[src/core/mps_pkg.sv]
package mps_pkg;
  localparam int unsigned CLK_HZ          = 20000000;
  localparam int unsigned CYC_PER_MS      = CLK_HZ / 1000;
  // Key press and reset pulse lengths, in ms
  localparam int unsigned ON_PRESS_MS     = 500;
  localparam int unsigned OFF_PRESS_MS    = 650;
  localparam int unsigned RST_MIN_MS      = 150;
  localparam int unsigned RST_MAX_MS      = 460;
  // Internal sequencing lengths, in ms, and the counter width in bits
  localparam int unsigned BOOT_MS         = 10;
  localparam int unsigned SHUT_MS         = 10;
  localparam int unsigned CNT_W           = 24;
  localparam logic [CNT_W-1:0] ON_PRESS_CYC  = CNT_W'(ON_PRESS_MS * CYC_PER_MS);
  localparam logic [CNT_W-1:0] OFF_PRESS_CYC = CNT_W'(OFF_PRESS_MS * CYC_PER_MS);
  localparam logic [CNT_W-1:0] RST_MIN_CYC   = CNT_W'(RST_MIN_MS * CYC_PER_MS);
  localparam logic [CNT_W-1:0] RST_MAX_CYC   = CNT_W'(RST_MAX_MS * CYC_PER_MS);
  localparam logic [CNT_W-1:0] BOOT_CYC      = CNT_W'(BOOT_MS * CYC_PER_MS);
  localparam logic [CNT_W-1:0] SHUT_CYC      = CNT_W'(SHUT_MS * CYC_PER_MS);
  typedef enum logic [2:0] {
    MPS_OFF, MPS_BOOT, MPS_RUN, MPS_SHUT_WAIT, MPS_SHUT
  } mps_state_e;
endpackage

[src/core/mps_low_timer.sv]
`timescale 1ns/1ps
module mps_low_timer
  import mps_pkg::*;
(
  input  wire logic             clk,
  input  wire logic             nrst,
  input  wire logic             line_low,
  output logic [CNT_W-1:0]      low_cycles,
  output logic                  released
);
  logic line_low_reg;

  // Saturating count so a held line never wraps
  always_ff @(posedge clk or negedge nrst) begin
    if (!nrst) begin
      low_cycles <= '0;
    end else if (!line_low) begin
      low_cycles <= '0;
    end else if (low_cycles != {CNT_W{1'b1}}) begin
      low_cycles <= low_cycles + CNT_W'(1);
    end
  end

  always_ff @(posedge clk or negedge nrst) begin
    if (!nrst) begin
      line_low_reg <= 1'b0;
    end else begin
      line_low_reg <= line_low;
    end
  end

  assign released = line_low_reg && !line_low;
endmodule

[src/core/mps_sequencer.sv]
`timescale 1ns/1ps
// What this block and its host must do
// Host holds the power key line low at least 500 ms to start a powered-down module.
// Host releases the power key line only after the status output has gone high.
// The status output is high while the module is powered on and operating.
// Host waits for a stable supply, about 30 ms, before pressing the power key line.
// A power key line held low permanently powers the module on and disables key shutdown.
// A key press of at least 650 ms while running starts power-off only after release.
// The software power-down command shuts down exactly like a key shutdown.
// After a software power-down, a low power key line restarts the module once shutdown ends.
// Host cuts the supply only after a completed shutdown.
// A reset line pulse of 150 to 460 ms makes the module reset.
// Host uses the reset line only as a fallback after other shutdowns fail.
// When powered down, internal supplies are cut and software is held inactive.
// Host times pulses in ms and flags a failure if the status never rises.
module mps_sequencer
  import mps_pkg::*;
#(
  // Clock cycles in one millisecond; a smaller value only shortens runs
  parameter int unsigned MS_CYC = CYC_PER_MS
)
(
  input  wire logic MCLK,
  input  wire logic NRST,
  input  wire logic POWER_KEY_LINE_N,
  input  wire logic RESET_LINE_N,
  input  wire logic SOFTWARE_POWER_DOWN_COMMAND,
  output logic      STATUS,
  output logic      SUPPLY_EN,
  output logic      CORE_RESET_N,
  output logic      SHUTDOWN_DONE
);
  mps_state_e       state_reg;
  mps_state_e       state_next;
  logic [CNT_W-1:0] seq_cnt_reg;
  logic [CNT_W-1:0] key_cycles;
  logic [CNT_W-1:0] rst_cycles;
  logic             key_released;
  logic             rst_released;
  logic             off_armed_reg;
  logic             rst_pulse_ok;
  logic             seq_done;
  logic             key_fresh_reg;

  // Millisecond figure to clock cycles, cut to the counter width
  function automatic logic [CNT_W-1:0] ms_to_cyc(input int unsigned ms);
    ms_to_cyc = CNT_W'(ms * MS_CYC);
  endfunction

  // Output levels per state
  function automatic logic status_of(input mps_state_e s);
    status_of = (s == MPS_RUN);
  endfunction

  function automatic logic supply_of(input mps_state_e s);
    supply_of = (s != MPS_OFF);
  endfunction

  // Software runs in RUN and is let finish its own shutdown in SHUT
  function automatic logic core_run_of(input mps_state_e s);
    core_run_of = (s == MPS_RUN) || (s == MPS_SHUT);
  endfunction

  function automatic logic done_of(input mps_state_e s);
    done_of = (s == MPS_OFF);
  endfunction

  localparam logic [CNT_W-1:0] on_cyc   = ms_to_cyc(ON_PRESS_MS);
  localparam logic [CNT_W-1:0] off_cyc  = ms_to_cyc(OFF_PRESS_MS);
  localparam logic [CNT_W-1:0] rst_min  = ms_to_cyc(RST_MIN_MS);
  localparam logic [CNT_W-1:0] rst_max  = ms_to_cyc(RST_MAX_MS);
  localparam logic [CNT_W-1:0] boot_cyc = ms_to_cyc(BOOT_MS);
  localparam logic [CNT_W-1:0] shut_cyc = ms_to_cyc(SHUT_MS);

  mps_low_timer u_key_timer (
    .clk        (MCLK),
    .nrst       (NRST),
    .line_low   (!POWER_KEY_LINE_N),
    .low_cycles (key_cycles),
    .released   (key_released)
  );

  mps_low_timer u_rst_timer (
    .clk        (MCLK),
    .nrst       (NRST),
    .line_low   (!RESET_LINE_N),
    .low_cycles (rst_cycles),
    .released   (rst_released)
  );

  // Pulse length seen on the release cycle is the count of the cycle before
  // A pulse outside the window is dropped silently; nothing is flagged
  assign rst_pulse_ok = rst_released
                        && (rst_cycles >= rst_min)
                        && (rst_cycles <= rst_max);
  assign seq_done     = (seq_cnt_reg == '0);

  // A press only counts for power-off if it began while running, so a key
  // strapped low through boot can never shut the module down
  always_ff @(posedge MCLK or negedge NRST) begin
    if (!NRST) begin
      key_fresh_reg <= 1'b0;
    end else if (state_reg != MPS_RUN) begin
      key_fresh_reg <= 1'b0;
    end else if (POWER_KEY_LINE_N) begin
      key_fresh_reg <= 1'b1;
    end
  end

  // Press armed once the key has been low long enough; acted on at release
  always_ff @(posedge MCLK or negedge NRST) begin
    if (!NRST) begin
      off_armed_reg <= 1'b0;
    end else if (state_reg != MPS_RUN) begin
      off_armed_reg <= 1'b0;
    end else if (key_released) begin
      off_armed_reg <= 1'b0;
    end else if (key_fresh_reg && (key_cycles >= off_cyc - CNT_W'(1))) begin
      off_armed_reg <= 1'b1;
    end
  end

  always_comb begin
    state_next = state_reg;
    unique case (state_reg)
      MPS_OFF: begin
        // Key held from power-up counts too, so a strapped key boots
        if (key_cycles >= on_cyc - CNT_W'(1)) begin
          state_next = MPS_BOOT;
        end
      end
      MPS_BOOT: begin
        if (seq_done) begin
          state_next = MPS_RUN;
        end
      end
      MPS_RUN: begin
        // Reset wins over command and key
        if (rst_pulse_ok) begin
          state_next = MPS_BOOT;
        end else if (SOFTWARE_POWER_DOWN_COMMAND) begin
          state_next = MPS_SHUT;
        end else if (off_armed_reg && key_released) begin
          state_next = MPS_SHUT;
        end
      end
      // Spare code, never entered; falls into SHUT
      MPS_SHUT_WAIT: begin
        state_next = MPS_SHUT;
      end
      MPS_SHUT: begin
        if (seq_done) begin
          // Key still low after shutdown brings the module straight back
          state_next = POWER_KEY_LINE_N ? MPS_OFF : MPS_BOOT;
        end
      end
      // Undefined codes 5 to 7 fall back to off
      default: begin
        state_next = MPS_OFF;
      end
    endcase
  end

  always_ff @(posedge MCLK or negedge NRST) begin
    if (!NRST) begin
      state_reg <= MPS_OFF;
    end else begin
      state_reg <= state_next;
    end
  end

  always_ff @(posedge MCLK or negedge NRST) begin
    if (!NRST) begin
      seq_cnt_reg <= '0;
    end else if (state_next != state_reg) begin
      // Reload one short: the entry edge counts as a cycle
      if (state_next == MPS_BOOT) begin
        seq_cnt_reg <= boot_cyc - CNT_W'(1);
      end else if (state_next == MPS_SHUT) begin
        seq_cnt_reg <= shut_cyc - CNT_W'(1);
      end else begin
        seq_cnt_reg <= '0;
      end
    end else if (!seq_done) begin
      seq_cnt_reg <= seq_cnt_reg - CNT_W'(1);
    end
  end

  // Outputs registered from the next state so they line up with it
  always_ff @(posedge MCLK or negedge NRST) begin
    if (!NRST) begin
      STATUS <= 1'b0;
    end else begin
      STATUS <= status_of(state_next);
    end
  end

  always_ff @(posedge MCLK or negedge NRST) begin
    if (!NRST) begin
      SUPPLY_EN <= 1'b0;
    end else begin
      SUPPLY_EN <= supply_of(state_next);
    end
  end

  always_ff @(posedge MCLK or negedge NRST) begin
    if (!NRST) begin
      CORE_RESET_N <= 1'b0;
    end else begin
      CORE_RESET_N <= core_run_of(state_next);
    end
  end

  always_ff @(posedge MCLK or negedge NRST) begin
    if (!NRST) begin
      SHUTDOWN_DONE <= 1'b0;
    end else begin
      SHUTDOWN_DONE <= done_of(state_next);
    end
  end
endmodule

[config.mk]
export PLATFORM = sky130hd
export DESIGN_NAME = mps_sequencer
export DESIGN_NICKNAME = d
export VERILOG_FILES = /design/src/core/mps_pkg.sv /design/src/core/mps_low_timer.sv /design/src/core/mps_sequencer.sv
export SDC_FILE = /design/constraint.sdc
export NUM_CORES = 1
export LEC_CHECK = 0
export BUFFER_PORTS_ARGS = -buffer_cell sky130_fd_sc_hd__buf_2
export CAP_MARGIN = 20
export CELL_PAD_IN_SITES_DETAIL_PLACEMENT = 1
export CELL_PAD_IN_SITES_GLOBAL_PLACEMENT = 2
export CORE_MARGIN = 5
export CORE_UTILIZATION = 37
export DETAILED_ROUTE_END_ITERATION = 8
export PLACE_DENSITY_LB_ADDON = 0.1
export SLEW_MARGIN = 20
export SYNTH_ARGS = -nofsm -noshare
export SYNTH_HDL_FRONTEND = slang
export SYNTH_HIERARCHICAL = 1
export SYNTH_SLANG_ARGS = --single-unit
[constraint.sdc]
create_clock -name MCLK -period 2.6 [get_ports MCLK]
set_input_delay 0 -clock MCLK [delete_from_list [all_inputs] [get_ports MCLK]]
set_output_delay 0 -clock MCLK [all_outputs]
set_load 0.02 [all_outputs]
==> flow_metrics.env, run 1 <==
export IMPL_grt_pass1_wl_mm=22.17
export IMPL_fillers=1439
export IMPL_dp_cells=738
export IMPL_worstReg2RegEnd="SUPPLY_EN"
export IMPL_antenna_cells=0
export IMPL_gp_congestion=0.7770
export IMPL_timing_rr_start="seq_cnt_reg[14]"
export IMPL_power_leakage_nw=2.420
export IMPL_synth_nets=521
export IMPL_min_from="RESET_LINE_N"
export IMPL_wl_mm=12.93
export IMPL_layout_common_cells="dfrtp_1, buf_4, nand2_1"
export IMPL_ios=9
export IMPL_max_clock_freq_mhz=355.0
export IMPL_critPathLaunch="seq_cnt_reg[14]"
export IMPL_wl_per_cell_um=16.83
export IMPL_num_rows=41
export IMPL_vias_per_cell=5.395
export IMPL_cp_max_fo=4
export IMPL_io_buffer_count=8
export IMPL_crit_path_end_kind="register"
export IMPL_cp_required_ns=2.83
export IMPL_synthCells=512
export IMPL_insertion_delay_ns=0.34
export IMPL_rsz0062_at_grt="true"
export IMPL_drt_iter0_drc=155
export IMPL_r2r_cells=8
export IMPL_cts_buffers_inserted=9
export IMPL_die_w_um=123.2
export IMPL_stdcell_count=768
export IMPL_crit_path_cell_trace="or4_4 -> or4_4 -> nor4b_4 -> buf_4 -> nor4_2 -> a221o_2 -> or2_1 -> or2_1"
export IMPL_avgSynthCellArea_um2=9.262
export IMPL_cts_clk_slew_worst_paths_ns=0.06
export IMPL_p_per_area_nw_per_um2=749.8
export IMPL_critical_path_cell_count=8
export IMPL_crit_path_end="SUPPLY_EN"
export IMPL_startpoint_type="register"
export IMPL_drc=0
export IMPL_start_util_pct=37.73
export IMPL_critPathSlowestCell="or4_4"
export IMPL_multi_input_area_um2=2648
export IMPL_worst_path_buf_inv=1
export IMPL_hold_viol=0
export IMPL_final_cell_area_um2=5871
export IMPL_cts_root_buf="clkbuf_16"
export IMPL_synthesis_area_um2=4742
export IMPL_min_path_type="in -> reg"
export IMPL_drv_cap=0
export IMPL_synthFlopType="dfrtp_1"
export IMPL_ant_nets=0
export IMPL_grt_use_total_pct=18.57
export IMPL_post_dp_cell_area_um2=5378
export IMPL_critPathMaxStageDelay_ns=0.55
export IMPL_syn_to_final_growth_pct=23.80
export IMPL_drive_above_1_share_pct=21.98
export IMPL_async_flop_share_pct=100.0
export IMPL_slew_headroom_pct=65.02
export IMPL_cts_max_level=3
export IMPL_peakVddDrop_mv=0.2814
export IMPL_finalPower_mw=4.402
export IMPL_die_area_um2=15180
export IMPL_synthTopCellsByArea="dfrtp_1, xnor2_1, nand2_1, nor2_1, and2_1"
export IMPL_drv_slew=0
export IMPL_die_y_um=123.2
export IMPL_ys_ff_latch=83
export IMPL_first_global_vias=4446
export IMPL_synth_warnings=6
export IMPL_worst_pin_slew_ns=0.5248
export IMPL_firstDrtPassIters=4
export IMPL_final_common_cell="dfrtp_1"
export IMPL_clock_sinks=83
export IMPL_nNetsFinal=600
export IMPL_vias=4143
export IMPL_final_setup_viol_count=27
export IMPL_grt_max_degree=40
export IMPL_r2r_slack_ns=-0.22
export IMPL_ctsLongestPathBuffers=2
export IMPL_coreArea_um2=12570
export IMPL_post_route_period_util_pct=108.3
export IMPL_violations="setup timing"
export IMPL_synth_top_cell_area_share_pct=43.80
export IMPL_globalRouteOverflowTotal=0
export IMPL_ys_seq_area_share_pct=43.80
export IMPL_area_sequential_um2=2077
export IMPL_cts_tree="done"
export IMPL_min_period_ns=2.817
export IMPL_grt_antenna_before_repair=0
export IMPL_status="finished with violations"
export IMPL_cp_data_arrival_time_ns=3.05
export IMPL_cpLargestDelayFamily="simple AND/OR/NAND/NOR gates"
export IMPL_fin_ws_ns=-0.2168
export IMPL_yosys_area_top_type="dfrtp_1"
export IMPL_crit_type="reg -> reg"
export IMPL_skew_ns=0.007699
export IMPL_synth_edff_count=0
export IMPL_dp_hpwl_mm=9.173
export IMPL_netlist_cell_type_count=58
export IMPL_hold_depth=3
-- synth_stat cells, types with 4 or more instances --
cell / instances
mux2i_1: 5
dfrtp_1: 83
and2_1: 24
a21oi_1: 8
clkbuf_1: 8
or3_1: 17
o211ai_1: 4
o21ai_0: 29
or2_2: 5
o21ai_1: 11
nor4_1: 13
nand3_1: 22
nor3_1: 29
nand2_1: 47
nand4_1: 14
xor2_1: 5
xnor2_1: 42
inv_1: 11
ha_1: 4
or4_1: 7
or4_4: 4
a21boi_0: 14
nand2b_1: 4
nor2_1: 42
-- power by group --
| part | internal (mW) | switching [mW] | total, mW |
|---|---|---|---|
| clock network | 0.697 | 0.542 | 1.24 |
| registers | 1.47 | 0.145 | 1.62 |
| logic | 0.771 | 0.776 | 1.55 |
| total | 2.94 | 1.46 | 4.40 |
-- cell families after synthesis --
| family | count (synthesis) | synth area share, % |
|---|---|---|
| AO/OA/AOI/OAI | 96 | 13.54 |
| multiplexers | 5 | 1.055 |
| adder cells (fa/ha/maj) | 4 | 1.055 |
| buffers and inverters | 23 | 2.190 |
| AND/OR/NAND/NOR | 254 | 29.68 |
| flip-flops | 83 | 43.80 |
| XOR/XNOR | 47 | 8.681 |
-- how the worst min path moves through the flow --
stage	to	slack [ns]
3_3_place_gp	u_key_timer/low_cycles[15]	0.008
4_1_cts	u_rst_timer/line_low_reg	0.05
6_report	u_rst_timer/line_low_reg	0.06
2_1_floorplan	CORE_RESET_N	-0.30
3_5_place_dp	u_key_timer/low_cycles[15]	0.01
5_1_grt	u_rst_timer/line_low_reg	0.06
-- per-stage QoR --
stage / util, % / TNS [ns] / hold WS (ns) / worst slack, ns
finish: 46.71 / -3.570 / 0.05690 / -0.2168
floorplan: - / -0.7724 / -0.2956 / -0.1397
global placement: 42.79 / -2.054 / 0.007996 / -0.1536
detailed placement: 42.79 / -3.325 / 0.01025 / -0.2279
global route: 46.71 / -6.906 / 0.06060 / -0.3338
CTS: 46.40 / -3.489 / 0.04778 / -0.1928
-- repair_timing --
| item | in CTS | in global routing |
|---|---|---|
| gates resized for setup | 16 | 5 |
| pin swaps | 6 | 1 |
| cloned | 4 | 0 |
| endpoints found under the setup margin | 27 | 30 |
| hold buffers | 2 | 0 |
| buffers inserted | 6 | 2 |
| endpoints found under the hold margin | 38 | 0 |
-- tightest hold or removal path, delay by kind of cell --
family,cells,cell delay [ns]
buffers and inverters,3,0.32
-- cell type report --
cell class | instances | share of cell area, %
sequential | 83 | 35.38
clock buffer | 12 | 4.369
timing repair buffer | 78 | 10.36
multi-input combinational | 408 | 45.10
tap | 172 | 3.666
clock inverter | 4 | 0.4263
inverter | 11 | 0.7033
-- routing by layer --
| layer | up-vias | GRT usage, % | part of all wire (%) |
|---|---|---|---|
| li1 | 2012 | - | - |
| met1 | 2085 | 24.44 | 47 |
| met2 | 33 | 31.50 | 50 |
| met3 | 13 | 4.163 | 1.9 |
| met4 | 0 | 3.737 | 0.97 |
| met5 | - | 0 | 0 |
Power figures use the tool's default switching activity.
==> inputs of run 2 (changes only) <==
--- a/config.mk
+++ b/config.mk
@@ -5,12 +5,13 @@
 export SDC_FILE = /design/constraint.sdc
 export NUM_CORES = 1
 export LEC_CHECK = 0
+export ABC_AREA = 1
 export BUFFER_PORTS_ARGS = -buffer_cell sky130_fd_sc_hd__buf_2
 export CAP_MARGIN = 20
 export CELL_PAD_IN_SITES_DETAIL_PLACEMENT = 1
 export CELL_PAD_IN_SITES_GLOBAL_PLACEMENT = 2
 export CORE_MARGIN = 5
-export CORE_UTILIZATION = 37
+export CORE_UTILIZATION = 33
 export DETAILED_ROUTE_END_ITERATION = 8
 export PLACE_DENSITY_LB_ADDON = 0.1
 export SLEW_MARGIN = 20
==> run 2 against run 1 <==
Net effect: critical endpoint is now seq_cnt_reg[13]; first-iteration DRC count is 10% higher; worst setup slack better by 0.64 ns; highest routed layer unchanged; clock-buffer cell count is 2 lower; the flow now finishes without violations; largest cell class unchanged.
==> flow_metrics.env, run 2 <==
export IMPL_crit_type="reg -> reg"
export IMPL_synth_top_cell_area_share_pct=36.88
export IMPL_async_flop_share_pct=100.0
export IMPL_p_seq_share_pct=46.2
export IMPL_cpLargestDelayFamily="simple AND/OR/NAND/NOR gates"
export IMPL_antenna_cells=0
export IMPL_rsz0062_at_grt="false"
export IMPL_worst_path_buf_inv=2
export IMPL_drv_cap=0
export IMPL_timing_rr_start="u_rst_timer/low_cycles[19]"
export IMPL_critPathMaxStageDelay_ns=0.46
export IMPL_firstDrtPassIters=4
export IMPL_synth_edff_count=0
export IMPL_coreArea_um2=16640
export IMPL_grt_antenna_before_repair=0
export IMPL_cp_max_fo=13
export IMPL_intPower_mw=2.192
export IMPL_wl_mm=17.04
export IMPL_cts_buffers_inserted=9
export IMPL_layout_common_cells="nand2_1, nor2_1, nand3_1"
export IMPL_critPathSlowestCell="dfrtp_1"
export IMPL_cts_root_buf="clkbuf_16"
export IMPL_post_dp_cell_area_um2=5907
export IMPL_drive_above_1_share_pct=13.87
export IMPL_final_common_cell="nand2_1"
export IMPL_synth_common_cells="nand2_1, nor2_1, nand3_1"
export IMPL_synthCells=806
export IMPL_grt_pass1_wl_mm=28.70
export IMPL_critical_path_cell_count=13
export IMPL_p_clk_share_pct=50.6
export IMPL_ctsLongestPathBuffers=2
export IMPL_synth_nets=815
export IMPL_first_global_vias=5698
export IMPL_skew_ns=0.01076
export IMPL_combPwrFrac_pct=3.2
export IMPL_post_route_period_util_pct=83.54
export IMPL_fin_ws_ns=0.4279
export IMPL_nNetsFinal=833
export IMPL_dp_hpwl_mm=13.16
export IMPL_cpMostUsedCell="nand2_1"
export IMPL_ant_nets=0
export IMPL_die_area_um2=19780
export IMPL_yosys_area_top_type="dfrtp_1"
export IMPL_startpoint_type="register"
export IMPL_num_rows=47
export IMPL_synthFlopType="dfrtp_1"
export IMPL_hold_viol=0
export IMPL_dp_cells=1029
export IMPL_cp_required_ns=2.86
export IMPL_finalPower_mw=2.842
export IMPL_gp_congestion=0.8210
export IMPL_fillers=2128
export IMPL_die_y_um=140.6
export IMPL_power_switching_mw=0.6500
export IMPL_drv_slew=0
export IMPL_worst_pin_slew_ns=0.6686
export IMPL_start_util_pct=33.84
export IMPL_crit_path_end="seq_cnt_reg[13]"
export IMPL_avgSynthCellArea_um2=6.987
export IMPL_r2r_slack_ns=0.43
export IMPL_slew_headroom_pct=54.86
export IMPL_stdcell_count=1049
export IMPL_wl_per_cell_um=16.24
export IMPL_worstReg2RegEnd="seq_cnt_reg[13]"
export IMPL_min_period_ns=2.172
export IMPL_pre_cts_slack_ns=0.3559
export IMPL_final_cell_area_um2=6270
export IMPL_min_from="RESET_LINE_N"
export IMPL_drc=0
export IMPL_ys_seq_area_share_pct=36.88
export IMPL_vias=5264
export IMPL_netlist_cell_type_count=40
export IMPL_cts_tree="done"
export IMPL_synth_most_common_cell="nand2_1"
export IMPL_drt_iter0_drc=171
export IMPL_io_buffer_count=8
export IMPL_vias_per_cell=5.018
export IMPL_synthesis_area_um2=5632
export IMPL_cts_clk_slew_worst_paths_ns=0.07
export IMPL_min_path_type="in -> reg"
export IMPL_die_w_um=140.6
export IMPL_globalRouteOverflowTotal=0
export IMPL_r2r_cells=13
export IMPL_syn_to_final_growth_pct=11.33
export IMPL_peakVddDrop_mv=0.2953
export IMPL_status="finished clean"
export IMPL_max_clock_freq_mhz=460.4
export IMPL_clock_sinks=83
export IMPL_ios=9
export IMPL_tns_ns=0
export IMPL_ys_ff_latch=83
export IMPL_p_sw_share_pct=22.87
export IMPL_synthTopCellsByArea="dfrtp_1, nand2_1, nand3_1, nor2_1, inv_1"
export IMPL_synth_warnings=6
export IMPL_critPathLaunch="u_rst_timer/low_cycles[19]"
export IMPL_cp_data_arrival_time_ns=2.43
export IMPL_grt_use_total_pct=17.93
export IMPL_crit_path_cell_trace="nand2_1 -> inv_1 -> nand2_1 -> nor3_1 -> nand3_1 -> nand2_1 -> nand2_1 -> nand2_1 -> nand3_2 -> nor2_4 -> nand2_4 -> buf_4 -> nor3b_1"
export IMPL_insertion_delay_ns=0.35
export IMPL_grt_max_degree=39
export IMPL_cts_max_level=3
export IMPL_p_per_area_nw_per_um2=453.3
export IMPL_crit_path_end_kind="register"
export IMPL_final_setup_viol_count=0
export IMPL_power_leakage_nw=3.060
-- run 2: cell type report --
class                           count  area, um^2  area share, %
Multi-Input combinational cell    612        3064          48.87
Sequential cell                    83        2077          33.13
Inverter                           94       357.8          5.707
Tap cell                          220       275.3          4.390
Clock buffer                       10       239.0          3.812
Timing Repair Buffer               24       167.7          2.674
Clock inverter                      6       88.84          1.417
-- run 2: power groups by stage --
stage	clock [mW]	combinational [mW]	sequential, mW
6_report	1.44	0.0906	1.31
5_1_grt	1.52	0.104	1.31
4_1_cts	1.48	0.0943	1.31
3_5_place_dp	0	0.0915	1.34
3_3_place_gp	0	0.0880	1.34
2_1_floorplan	0	0.0411	1.33
-- run 2: kinds of logic after synthesis --
logic type                 count (synthesis)  synth area share [%]
and+or+nand+nor                          538                 44.97
buffers and inverters                    111                 8.709
DFF                                       83                 36.88
AOI/OAI and AO/OA                         52                 5.754
xor gates and xnor gates                  18                 2.799
adders and majority gates                  4                0.8887
-- run 2: worst register-to-register path: stages (launching register included) --
cell     delay, ns
dfrtp_1       0.46
nand2_1       0.14
inv_1         0.09
nand2_1       0.07
nor3_1        0.13
nand3_1       0.09
nand2_1       0.14
nand2_1       0.08
nand2_1       0.09
nand3_2       0.10
nor2_4        0.22
nand2_4       0.07
buf_4         0.20
nor3b_1       0.19
-- run 2: layer usage --
metal | GRT usage (%) | vias up | wire length (um)
met5 | 0 | - | 0
met4 | 5.201 | 0 | 227
met3 | 2.032 | 17 | 296
met2 | 31.30 | 38 | 8390
met1 | 23.42 | 2585 | 8124
li1 | - | 2624 | -
-- run 2: metrics by stage --
stage / hold WS [ns] / util [%]
global route: 0.1201 / 37.67
global placement: 0.03389 / 35.49
finish: 0.09456 / 37.67
CTS: 0.08647 / 37.58
detailed placement: 0.03922 / 35.49
floorplan: -0.2956 / -
-- run 2: what timing repair did --
item,4_1_cts,5_1_grt
buffers inserted,0,2
endpoints found under the hold margin,36,0
gates resized for setup,0,0
endpoints found under the setup margin,0,1
hold buffers,2,0
-- run 2: worst min-delay path by stage --
stage                                           end  depth (start not counted)
after global placement    u_key_timer/low_cycles[2]                          1
after floorplan                        CORE_RESET_N                          0
after global routing       u_rst_timer/line_low_reg                          3
after CTS                  u_rst_timer/line_low_reg                          3
after detailed placement  u_key_timer/low_cycles[2]                          1
final                      u_rst_timer/line_low_reg                          3
